### config.mk
export PLATFORM = sky130hd
export DESIGN_NAME = sap_device_flat
export DESIGN_NICKNAME = d
export VERILOG_FILES = /design/src/shared/sap_pkg.sv /design/src/shared/sap_if.sv /design/src/sap_device.sv /design/src/flat_wrapper.sv
export VERILOG_INCLUDE_DIRS = /design/src /design/src/shared
export SDC_FILE = /design/constraint.sdc
export NUM_CORES = 1
export LEC_CHECK = 0
export BUFFER_PORTS_ARGS = -buffer_cell sky130_fd_sc_hd__clkbuf_2
export CORE_MARGIN = 8
export CORE_UTILIZATION = 35
export CTS_BUF_LIST = sky130_fd_sc_hd__clkbuf_16
export CTS_CLUSTER_DIAMETER = 150
export DETAILED_ROUTE_END_ITERATION = 10
export SLEW_MARGIN = 5
export SYNTH_ARGS = -nofsm -noshare
export SYNTH_HDL_FRONTEND = slang
export SYNTH_SLANG_ARGS = --single-unit
### constraint.sdc
create_clock -name sys_clk -period 7.9 [get_ports sys_clk]
set_clock_uncertainty 0.2 [all_clocks]
set_input_delay 1.185 -clock sys_clk [delete_from_list [all_inputs] [get_ports sys_clk]]
set_output_delay 1.185 -clock sys_clk [all_outputs]
set_load 0.03 [all_outputs]
### src/shared/sap_regs.svh
// Functional notes
// - low strobe, select, low byte starts conversion
// - high byte select blocks conversion start
// - data drivers on only with strobe+select low
// - chip select high ignores strobe and byte
// - busy output low throughout each conversion
// - low byte select: full word, msb on top
// - high byte: top nibble twice, middle low
// - conversion lasts 12 to 13 clock periods
// - host waits 1 us between conversions
// - host keeps strobe high 200 ns between reads
// - host holds byte select across strobe low
// - new data valid shortly after busy rises
// - clock output is inverted clock input
// - host starts 40 ns away from clock edges
// - start clears register; no restart mid conversion
// - first decision on second falling clock edge
// - finished result loads into output latch
`ifndef SAP_REGS_SVH
`define SAP_REGS_SVH

`define SAP_RESULT_W 12
`define SAP_CLK_PERIOD_NS 4
// pin vector bit positions: chip select, strobe, byte select, clock
`define SAP_PIN_CS 3
`define SAP_PIN_RD 2
`define SAP_PIN_HB 1
`define SAP_PIN_CK 0
`define SAP_PIN_IDLE 4'hC
`define SAP_FIRST_DECISION_FALL 4'h2
`define SAP_MSB_INDEX 4'hB
`define SAP_ACQ_NS 1000
`define SAP_ACQ_CYC ((`SAP_ACQ_NS + `SAP_CLK_PERIOD_NS - 1) / `SAP_CLK_PERIOD_NS)
`define SAP_RD_GAP_NS 200
`define SAP_RD_GAP_CYC \
  ((`SAP_RD_GAP_NS + `SAP_CLK_PERIOD_NS - 1) / `SAP_CLK_PERIOD_NS)
`define SAP_GUARD_NS 40
`define SAP_GUARD_CYC \
  ((`SAP_GUARD_NS + `SAP_CLK_PERIOD_NS - 1) / `SAP_CLK_PERIOD_NS)
`define SAP_ACCESS_NS 90
`define SAP_ACCESS_CYC \
  ((`SAP_ACCESS_NS + `SAP_CLK_PERIOD_NS - 1) / `SAP_CLK_PERIOD_NS)
`define SAP_SYNC_MARGIN_CYC 8
`define SAP_RD_PULSE_CYC (`SAP_ACCESS_CYC + `SAP_SYNC_MARGIN_CYC)
`define SAP_CONV_CLK_DIV 64

`endif

### src/shared/sap_pkg.sv
package sap_pkg;

  typedef enum logic {
    SAP_DEV_IDLE,
    SAP_DEV_CONVERT
  } sap_dev_state_t;

  typedef enum logic [1:0] {
    SAP_HOST_IDLE,
    SAP_HOST_ALIGN,
    SAP_HOST_STROBE
  } sap_host_state_t;

  // three-stage pin filter: a bit moves only when stages two and three agree
  function automatic logic [3:0] sap_agree4(input logic [3:0] held,
                                            input logic [3:0] s2,
                                            input logic [3:0] s3);
    sap_agree4 = (s2 & s3) | (held & (s2 ^ s3));
  endfunction : sap_agree4

  function automatic logic [11:0] sap_agree12(input logic [11:0] held,
                                              input logic [11:0] s2,
                                              input logic [11:0] s3);
    sap_agree12 = (s2 & s3) | (held & (s2 ^ s3));
  endfunction : sap_agree12

endpackage : sap_pkg

### src/shared/sap_if.sv
`timescale 1ns/1ns
`default_nettype none
interface sap_if;
  // host driven pins
  logic cs_n;
  logic rd_n;
  logic high_byte_select;
  logic clk_in;
  // device driven pins
  logic clk_out;
  logic conv_busy_n;
  logic [7:0] upper_data_pins;
  logic [3:0] shared_low_data_pins;
  logic data_oe;

  modport device (
    input cs_n,
    input rd_n,
    input high_byte_select,
    input clk_in,
    output clk_out,
    output conv_busy_n,
    output upper_data_pins,
    output shared_low_data_pins,
    output data_oe
  );

  modport host (
    output cs_n,
    output rd_n,
    output high_byte_select,
    output clk_in,
    input clk_out,
    input conv_busy_n,
    input upper_data_pins,
    input shared_low_data_pins,
    input data_oe
  );
endinterface : sap_if
`default_nettype wire

### src/sap_device.sv
`timescale 1ns/1ns
`default_nettype none
`include "sap_regs.svh"
module sap_device
  import sap_pkg::*;
(
  // clock and reset
  input wire logic sys_clk,
  input wire logic rst,
  // pins toward the host
  sap_if.device pins,
  // analog side: held level to be converted, same clock domain
  input wire logic [`SAP_RESULT_W-1:0] analog_level,
  // user side status
  output logic [`SAP_RESULT_W-1:0] result_word,
  output logic result_strobe,
  output logic converting
);

  // ==========================================================
  // pin input filtering
  // ==========================================================
  logic [3:0] pin_raw;
  logic [3:0] s1_q, s1_d;
  logic [3:0] s2_q, s2_d;
  logic [3:0] s3_q, s3_d;
  logic [3:0] filt_q, filt_d;

  assign pin_raw = {pins.cs_n, pins.rd_n, pins.high_byte_select,
                    pins.clk_in};

  always_comb begin
    s1_d = pin_raw;
    s2_d = s1_q;
    s3_d = s2_q;
    filt_d = sap_agree4(filt_q, s2_q, s3_q);
  end

  always_ff @(posedge sys_clk or posedge rst) begin
    if (rst) begin
      s1_q <= `SAP_PIN_IDLE;
      s2_q <= `SAP_PIN_IDLE;
      s3_q <= `SAP_PIN_IDLE;
      filt_q <= `SAP_PIN_IDLE;
    end else begin
      s1_q <= s1_d;
      s2_q <= s2_d;
      s3_q <= s3_d;
      filt_q <= filt_d;
    end
  end

  // ==========================================================
  // decoded pin levels
  // ==========================================================
  logic sel;
  logic strobe;
  logic high_byte;
  logic clk_level;
  logic start_cond;
  logic read_en;

  always_comb begin
    // chip select high masks strobe and byte select entirely
    sel = ~filt_q[`SAP_PIN_CS];
    strobe = sel & ~filt_q[`SAP_PIN_RD];
    high_byte = sel & filt_q[`SAP_PIN_HB];
    clk_level = filt_q[`SAP_PIN_CK];
    start_cond = strobe & ~high_byte;
    read_en = strobe;
  end

  // ==========================================================
  // conversion sequencer
  // ==========================================================
  sap_dev_state_t state_q, state_d;
  logic [`SAP_RESULT_W-1:0] hold_q, hold_d;
  logic [`SAP_RESULT_W-1:0] sar_q, sar_d;
  logic [`SAP_RESULT_W-1:0] latch_q, latch_d;
  logic [3:0] bit_q, bit_d;
  logic [3:0] fall_q, fall_d;
  logic busy_n_q, busy_n_d;
  logic done_q, done_d;
  logic start_prev_q, start_prev_d;
  logic clk_prev_q, clk_prev_d;
  logic start_edge;
  logic clk_fall;
  logic [`SAP_RESULT_W-1:0] trial;
  logic [`SAP_RESULT_W-1:0] decided;

  always_comb begin
    state_d = state_q;
    hold_d = hold_q;
    sar_d = sar_q;
    latch_d = latch_q;
    bit_d = bit_q;
    fall_d = fall_q;
    busy_n_d = busy_n_q;
    done_d = 1'b0;
    start_prev_d = start_cond;
    clk_prev_d = clk_level;
    // a start is the entry into the start condition, so a held strobe
    // cannot retrigger once the conversion ends
    start_edge = start_cond & ~start_prev_q;
    clk_fall = clk_prev_q & ~clk_level;
    trial = sar_q | (`SAP_RESULT_W'(1) << bit_q);
    decided = (trial <= hold_q) ? trial : sar_q;
    case (state_q)
      SAP_DEV_IDLE: begin
        if (start_edge) begin
          state_d = SAP_DEV_CONVERT;
          hold_d = analog_level;
          sar_d = '0;
          bit_d = `SAP_MSB_INDEX;
          fall_d = 4'h0;
          busy_n_d = 1'b0;
        end
      end
      SAP_DEV_CONVERT: begin
        // further starts are not looked at until the end
        if (clk_fall) begin
          if (fall_q < `SAP_FIRST_DECISION_FALL - 4'h1) begin
            fall_d = fall_q + 4'h1;
          end else begin
            sar_d = decided;
            bit_d = bit_q - 4'h1;
            if (bit_q == 4'h0) begin
              // twelve decisions after the second fall: 12 to 13 periods
              state_d = SAP_DEV_IDLE;
              latch_d = decided;
              busy_n_d = 1'b1;
              done_d = 1'b1;
            end
          end
        end
      end
      default: begin
        state_d = SAP_DEV_IDLE;
        busy_n_d = 1'b1;
      end
    endcase
  end

  always_ff @(posedge sys_clk or posedge rst) begin
    if (rst) begin
      state_q <= SAP_DEV_IDLE;
      hold_q <= '0;
      sar_q <= '0;
      latch_q <= '0;
      bit_q <= `SAP_MSB_INDEX;
      fall_q <= 4'h0;
      busy_n_q <= 1'b1;
      done_q <= 1'b0;
      start_prev_q <= 1'b0;
      clk_prev_q <= 1'b0;
    end else begin
      state_q <= state_d;
      hold_q <= hold_d;
      sar_q <= sar_d;
      latch_q <= latch_d;
      bit_q <= bit_d;
      fall_q <= fall_d;
      busy_n_q <= busy_n_d;
      done_q <= done_d;
      start_prev_q <= start_prev_d;
      clk_prev_q <= clk_prev_d;
    end
  end

  // ==========================================================
  // pin drivers
  // ==========================================================
  logic [7:0] upper_q, upper_d;
  logic [3:0] low_q, low_d;
  logic oe_q, oe_d;
  logic clk_out_q, clk_out_d;
  logic conv_q, conv_d;

  always_comb begin
    // reads only ever look at the latch, never disturb it
    upper_d = latch_q[11:4];
    low_d = latch_q[3:0];
    if (high_byte) begin
      upper_d = {latch_q[11:8], 4'h0};
      low_d = latch_q[11:8];
    end
    oe_d = read_en;
    // in step with the filtered input, not a cycle behind it; only a flop may drive a pin
    clk_out_d = ~filt_d[`SAP_PIN_CK];
    // user status mirrors busy from a flop of its own
    conv_d = ~busy_n_d;
  end

  always_ff @(posedge sys_clk or posedge rst) begin
    if (rst) begin
      upper_q <= 8'h00;
      low_q <= 4'h0;
      oe_q <= 1'b0;
      clk_out_q <= 1'b1;
      conv_q <= 1'b0;
    end else begin
      upper_q <= upper_d;
      low_q <= low_d;
      oe_q <= oe_d;
      clk_out_q <= clk_out_d;
      conv_q <= conv_d;
    end
  end

  assign pins.upper_data_pins = upper_q;
  assign pins.shared_low_data_pins = low_q;
  assign pins.data_oe = oe_q;
  assign pins.clk_out = clk_out_q;
  assign pins.conv_busy_n = busy_n_q;
  assign result_word = latch_q;
  assign result_strobe = done_q;
  assign converting = conv_q;

endmodule : sap_device
`default_nettype wire

### src/flat_wrapper.sv
// flat-port wrapper written by rule: the top's interface ports become plain ports
module sap_device_flat import sap_pkg::*;
  (sys_clk, rst, analog_level, result_word, result_strobe, converting, pins_cs_n, pins_rd_n, pins_high_byte_select, pins_clk_in, pins_clk_out, pins_conv_busy_n, pins_upper_data_pins, pins_shared_low_data_pins, pins_data_oe);
  sap_if pins_i ();
  input wire logic sys_clk;
  input wire logic rst;
  input wire logic [`SAP_RESULT_W-1:0] analog_level;
  output logic [`SAP_RESULT_W-1:0] result_word;
  output logic result_strobe;
  output logic converting;
  input wire logic [$bits(pins_i.cs_n)-1:0] pins_cs_n;
  input wire logic [$bits(pins_i.rd_n)-1:0] pins_rd_n;
  input wire logic [$bits(pins_i.high_byte_select)-1:0] pins_high_byte_select;
  input wire logic [$bits(pins_i.clk_in)-1:0] pins_clk_in;
  output wire logic [$bits(pins_i.clk_out)-1:0] pins_clk_out;
  output wire logic [$bits(pins_i.conv_busy_n)-1:0] pins_conv_busy_n;
  output wire logic [$bits(pins_i.upper_data_pins)-1:0] pins_upper_data_pins;
  output wire logic [$bits(pins_i.shared_low_data_pins)-1:0] pins_shared_low_data_pins;
  output wire logic [$bits(pins_i.data_oe)-1:0] pins_data_oe;
  assign pins_i.cs_n = pins_cs_n;
  assign pins_i.rd_n = pins_rd_n;
  assign pins_i.high_byte_select = pins_high_byte_select;
  assign pins_i.clk_in = pins_clk_in;
  assign pins_clk_out = pins_i.clk_out;
  assign pins_conv_busy_n = pins_i.conv_busy_n;
  assign pins_upper_data_pins = pins_i.upper_data_pins;
  assign pins_shared_low_data_pins = pins_i.shared_low_data_pins;
  assign pins_data_oe = pins_i.data_oe;
  sap_device u_core (.sys_clk(sys_clk), .rst(rst), .pins(pins_i), .analog_level(analog_level), .result_word(result_word), .result_strobe(result_strobe), .converting(converting));
endmodule
==> reports/metrics.csv, run 1 <==
metric,value,unit
status,"finished, final reports clean",
hold_path.class,reg -> reg,
clock_latency,0.33,ns
clk_pin_slew_worst_paths,0.07,ns
ys_seq_area_share,56.8,%
cp_max_fo,13,
setup_tns,0,ns
gp_congestion,0.817,
hold_violations,0,
final_common_cell,dfrtp_1,
die-area,0.0136,mm^2
finalSetupViolCount,0,
grt_max_degree,81,
rsz0062_at_grt,false,
clock_sinks,80,
yosysUniqueCellTypes,38,
syn_area_per_cell,10.6,um^2
antenna_found_initial,0,
power-per-cell-area,335,mW/mm^2
cellLeakagePower,2.15,nW
drv_cap,0,
final_area,0.00420,mm^2
wire_per_inst,13.7,um
grt_pass1_vias,2548,
vias,2471,
period_minus_slack,3.30,ns
ir_drop,0.000124,V
grt_pass1_wl,12200,um
period_share,41.7,%
layout_common_cells,"dfrtp_1, nand2_1, clkbuf_2",
cts-root-buf,clkbuf_16,
cts_tree,yes,
synth_edf_count,0,
nNetsFinal,420,
cts_buffer_depth,2,
viasPerCell,4.78,
ys.flop_type,dfrtp_1,
post-route-drc-count,0,
die_h,117,um
n_antenna_cell,0,
netlist_area,0.00355,mm^2
critPathKind,reg -> reg,
cp.arrival,3.35,ns
worstPathRequired,7.96,ns
drv_slew,0,
drtIter0Drc,147,
finalWirelength,7090,um
cts_made_buffers,9,
max_slew_margin,34.6,%
num_rows,36,
hold_buffers,0,
die_w,117,um
overflow,0,
cts_setup_buffers,0,
start_kind,flip-flop,
endpoint_kind,flip-flop,
post_dp_cell_area,0.00386,mm^2
dpl.hpwl,4980,um
first_pass_iters,4,
tightest_slew,0.981,ns
groute.usage.overall,11.5,%
ios,47,
core,0.00982,mm^2
portBuffers,46,
initial_core_util,36.2,%
n_fill_cell,973,
ant_nets,0,
ctsResizeCount,0,
syn_to_final_growth,18.1,%
timing.fmax,303,MHz
syn_inst,335,
synth_warnings,0,
drive_gt1_share,23.7,%
ys_ff_latch,80,
async_flop_share,100,%
synthesis.nets,376,
cts_max_level,3,
-- power breakdown --
part           internal [mW]  switching, mW  total [mW]
combinational          0.137          0.252       0.389
clock                  0.283          0.176       0.460
sequential             0.498         0.0580       0.556
-- final timing paths --
kind | start | to | slack (ns) | cells after the start
worst max-delay path | u_core.bit_q[0] | u_core.sar_q[3] | 4.60 | 10
worst min-delay path | u_core.s1_q[1] | u_core.s2_q[1] | 0.15 | 0
worst max register to register | u_core.bit_q[0] | u_core.sar_q[3] | 4.60 | 10
worst min register to register | u_core.s1_q[1] | u_core.s2_q[1] | 0.15 | 0
max in group asynchronous | rst | u_core.hold_q[4] | 5.94 | 3
min in group asynchronous | rst | u_core.filt_q[0] | 0.94 | 3
-- flip-flops by register name (all words and copies together) (netlist names) --
register,count
u_core.hold_q,12
u_core.result_word,12
u_core.sar_q,12
u_core.pins.upper_data_pins,8
u_core.bit_q,4
u_core.fall_q,4
u_core.filt_q,4
u_core.pins.shared_low_data_pins,4
u_core.s1_q,4
u_core.s2_q,4
u_core.s3_q,4
u_core.clk_prev_q,1
u_core.converting,1
u_core.pins.clk_out,1
u_core.pins.conv_busy_n,1
u_core.pins.data_oe,1
u_core.result_strobe,1
u_core.start_prev_q,1
u_core.state_q,1
-- layer usage --
layer	vias to the layer above	track usage, %	wire (um)	part of all wire (%)
li1	1216	-	-	-
met1	1182	13.8	3150	44
met2	61	18.5	3320	47
met3	12	3.41	490	6.9
met4	0	5.55	132	1.9
met5	-	0	0	0
-- critical path: stages (launching register included) --
cell     delay (ns)
dfstp_2        0.60
inv_1          0.10
ha_1           0.30
a21oi_1        0.21
inv_1          0.07
ha_1           0.32
nand4_1        0.16
nor3_2         0.71
and3_4         0.33
a21oi_2        0.06
a21oi_1        0.16
-- final cells by class --
type | count | area (um^2) | share of cell area, %
inverters | 28 | 106 | 2.53
repair buffers | 48 | 245 | 5.84
clock buffers | 9 | 225 | 5.37
flip-flops and latches | 80 | 2020 | 48.1
clock inverters | 7 | 106 | 2.53
multi-input cells | 212 | 1330 | 31.7
well taps | 133 | 166 | 3.97
-- Yosys cell counts, types with 2 or more instances --
cell type  count  area [um^2]
a211oi_1       8         60.1
a21o_1         7         52.6
a21oi_1       40          200
a21oi_2        4         35.0
a31oi_1        2         12.5
and2_1         5         31.3
buf_2          6         30.0
buf_4          8         60.1
dfrtp_1       67         1680
dfstp_2       13          342
ha_1          23          288
inv_1         27          101
nand2_1       56          210
nand2b_1       3         18.8
nand3_1        7         35.0
nand4_1        4         25.0
nand4b_1       3         26.3
nor2_1         6         22.5
nor2b_1        4         25.0
nor3_1         5         25.0
nor3_2         2         20.0
o21ai_0       17         85.1
or3_1          3         18.8
-- logic make-up (layout without fill, tap and decap cells) --
| kind of cell | after synthesis | count (layout) | share of synthesized area [%] |
|---|---|---|---|
| flip-flops | 80 | 80 | 56.8 |
| buffers and inverters | 43 | 92 | 5.81 |
| AO/OA/AOI/OAI | 80 | 80 | 13.0 |
| adder cells (fa/ha/maj) | 23 | 23 | 8.10 |
| XOR/XNOR | 2 | 2 | 0.493 |
| AND/OR/NAND/NOR | 107 | 107 | 15.8 |
-- per-stage QoR --
| stage | hold slack [ns] | worst slack (ns) | total power [mW] | instances | utilization (%) |
|---|---|---|---|---|---|
| 3_3_place_gp | 0.131 | 4.78 | 0.937 | 501 | 39.4 |
| 4_1_cts | 0.148 | 4.63 | 1.42 | 517 | 42.7 |
| 2_1_floorplan | 0.131 | 4.48 | 0.850 | 335 | - |
| 5_1_grt | 0.158 | 4.45 | 1.50 | 517 | 42.7 |
| 6_report | 0.148 | 4.60 | 1.40 | 517 | 42.7 |
| 3_5_place_dp | 0.135 | 4.66 | 0.951 | 501 | 39.4 |
Power figures use the tool's default switching activity.
==> run 2: changes to the inputs <==
==> constraint.sdc (replaced) <==
create_clock -name sys_clk -period 3.2 [get_ports sys_clk]
set_clock_uncertainty 0.2 [all_clocks]
set_input_delay 0.48 -clock sys_clk [delete_from_list [all_inputs] [get_ports sys_clk]]
set_output_delay 0.48 -clock sys_clk [all_outputs]
set_load 0.03 [all_outputs]
==> run 2 against run 1 <==
  * Sequential power rose by 150%
  * Sequential share of layout area rose by 0.22 points
  * Fmax grew 12%
  * Via count is 0.36% lower
  * Critical path type unchanged
  * Power is 140% higher
  * Worst setup slack got worse by 4.3 ns
  * Count of clock-buffer cells in the layout did not move
  * Highest routed layer unchanged
  * Hold slack got worse by 0.14 ns
  * Critical endpoint is now u_core.sar_q[6]
  * Largest cell class unchanged
==> reports/metrics.csv, run 2 (synthesized netlist as in run 1, its figures left out) <==
metric,value,unit
die_h,117,um
n_antenna_cell,0,
setup_tns,0,ns
cts_made_buffers,9,
drv_cap,0,
dpl.hpwl,5180,um
clk_pin_slew_worst_paths,0.06,ns
worstSetupPathDepth,10,
r2r-end,u_core.sar_q[6],
n_fill_cell,970,
clock_latency,0.33,ns
ant_nets,0,
start_kind,flip-flop,
worstPathRequired,3.23,ns
post-route-drc-count,0,
wire_per_inst,13.7,um
ir_drop,0.000271,V
path_buf_inv,2,
critPathKind,reg -> reg,
period_share,91.9,%
final_common_cell,dfrtp_1,
antenna_found_initial,0,
cts_max_level,3,
groute.usage.overall,11.0,%
timing.fmax,340,MHz
ctsResizeCount,0,
tightest_slew,0.666,ns
startpoint,u_core.bit_q[0],
grt_max_degree,41,
cp_max_fo,13,
hold_buffers,0,
grt_pass1_wl,11800,um
finalSetupViolCount,0,
drtIter0Drc,121,
drive_gt1_share,23.5,%
cp-endpoint,u_core.sar_q[6],
power-per-cell-area,793,mW/mm^2
finalCoreUtilization,42.5,%
dpl_worst_slack,0.294,ns
grt_pass1_vias,2455,
rr_startpoint,u_core.bit_q[0],
path_cells,inv_1 -> ha_1 -> a21oi_1 -> inv_1 -> ha_1 -> a21oi_1 -> nand2_1 -> a21oi_2 -> nand3_2 -> a211oi_1,
initial_core_util,36.2,%
critical-path-slowest-cell,dfstp_2,
r2r_slack,0.26,ns
cts_tree,yes,
cts-root-buf,clkbuf_16,
first_pass_iters,4,
drv_slew,0,
die-area,0.0136,mm^2
vias,2462,
power,3.31,mW
die_w,117,um
core,0.00982,mm^2
hold_path.class,in -> async,
portBuffers,46,
num_rows,36,
cellLeakagePower,2.15,nW
crit_family,compound AO/OA/AOI/OAI gates,
cts_buffer_depth,2,
status,"finished, final reports clean",
clock_sinks,80,
gp_congestion,0.833,
nNetsFinal,423,
rsz0062_at_grt,false,
syn_to_final_growth,17.6,%
period_minus_slack,2.94,ns
layout_common_cells,"dfrtp_1, nand2_1, clkbuf_2",
ios,47,
setup_ws,0.258,ns
rr_worst_depth,10,
whs,0.00921,ns
max_slew_margin,55.6,%
cp_slowest_stage_delay,0.60,ns
hold_violations,0,
cp.arrival,2.97,ns
cts_setup_buffers,0,
viasPerCell,4.73,
overflow,0,
finalWirelength,7100,um
endpoint_kind,flip-flop,
run 2: power by group:
part	leakage [nW]	internal, mW	switching, mW
Clock	0.146	0.598	0.392
Sequential	1.00	1.23	0.146
Combinational	0.998	0.338	0.610
run 2: worst min path at each step:
stage / endpoint / slack (ns) / cells after the start
3_5_place_dp: u_core.s2_q[1] / 0.14 / 0
5_1_grt: u_core.s1_q[3] / 0.02 / 1
6_report: u_core.s1_q[0] / 0.009 / 2
3_3_place_gp: u_core.s2_q[0] / 0.13 / 0
2_1_floorplan: u_core.s2_q[0] / 0.13 / 0
4_1_cts: u_core.s1_q[3] / 0.02 / 1
run 2: routing by layer:
| layer | track usage [%] | up-vias | routed length (um) |
|---|---|---|---|
| met3 | 2.12 | 15 | 472 |
| li1 | - | 1222 | - |
| met1 | 13.7 | 1151 | 3220 |
| met4 | 6.66 | 0 | 183 |
| met2 | 17.3 | 74 | 3230 |
| met5 | 0 | - | 0 |
run 2: per-stage QoR:
step / instances / cell area, um^2
finish: 520 / 4180
global placement: 504 / 3890
floorplan: 335 / 3550
CTS: 520 / 4180
detailed placement: 504 / 3890
global route: 520 / 4180
run 2: cell type report:
| type | count | area, um^2 | area share (%) |
|---|---|---|---|
| clock buffer | 9 | 225 | 5.39 |
| clock inverter | 7 | 65.1 | 1.56 |
| inverter | 28 | 106 | 2.55 |
| multi-input combinational | 212 | 1330 | 31.8 |
| sequential | 80 | 2020 | 48.3 |
| tap | 133 | 166 | 3.98 |
| timing repair buffer | 51 | 268 | 6.41 |
run 2: worst register-to-register path, stage by stage (launching register included):
cell      delay [ns]
dfstp_2         0.60
inv_1           0.10
ha_1            0.31
a21oi_1         0.22
inv_1           0.07
ha_1            0.30
a21oi_1         0.15
nand2_1         0.08
a21oi_2         0.22
nand3_2         0.28
a211oi_1        0.30
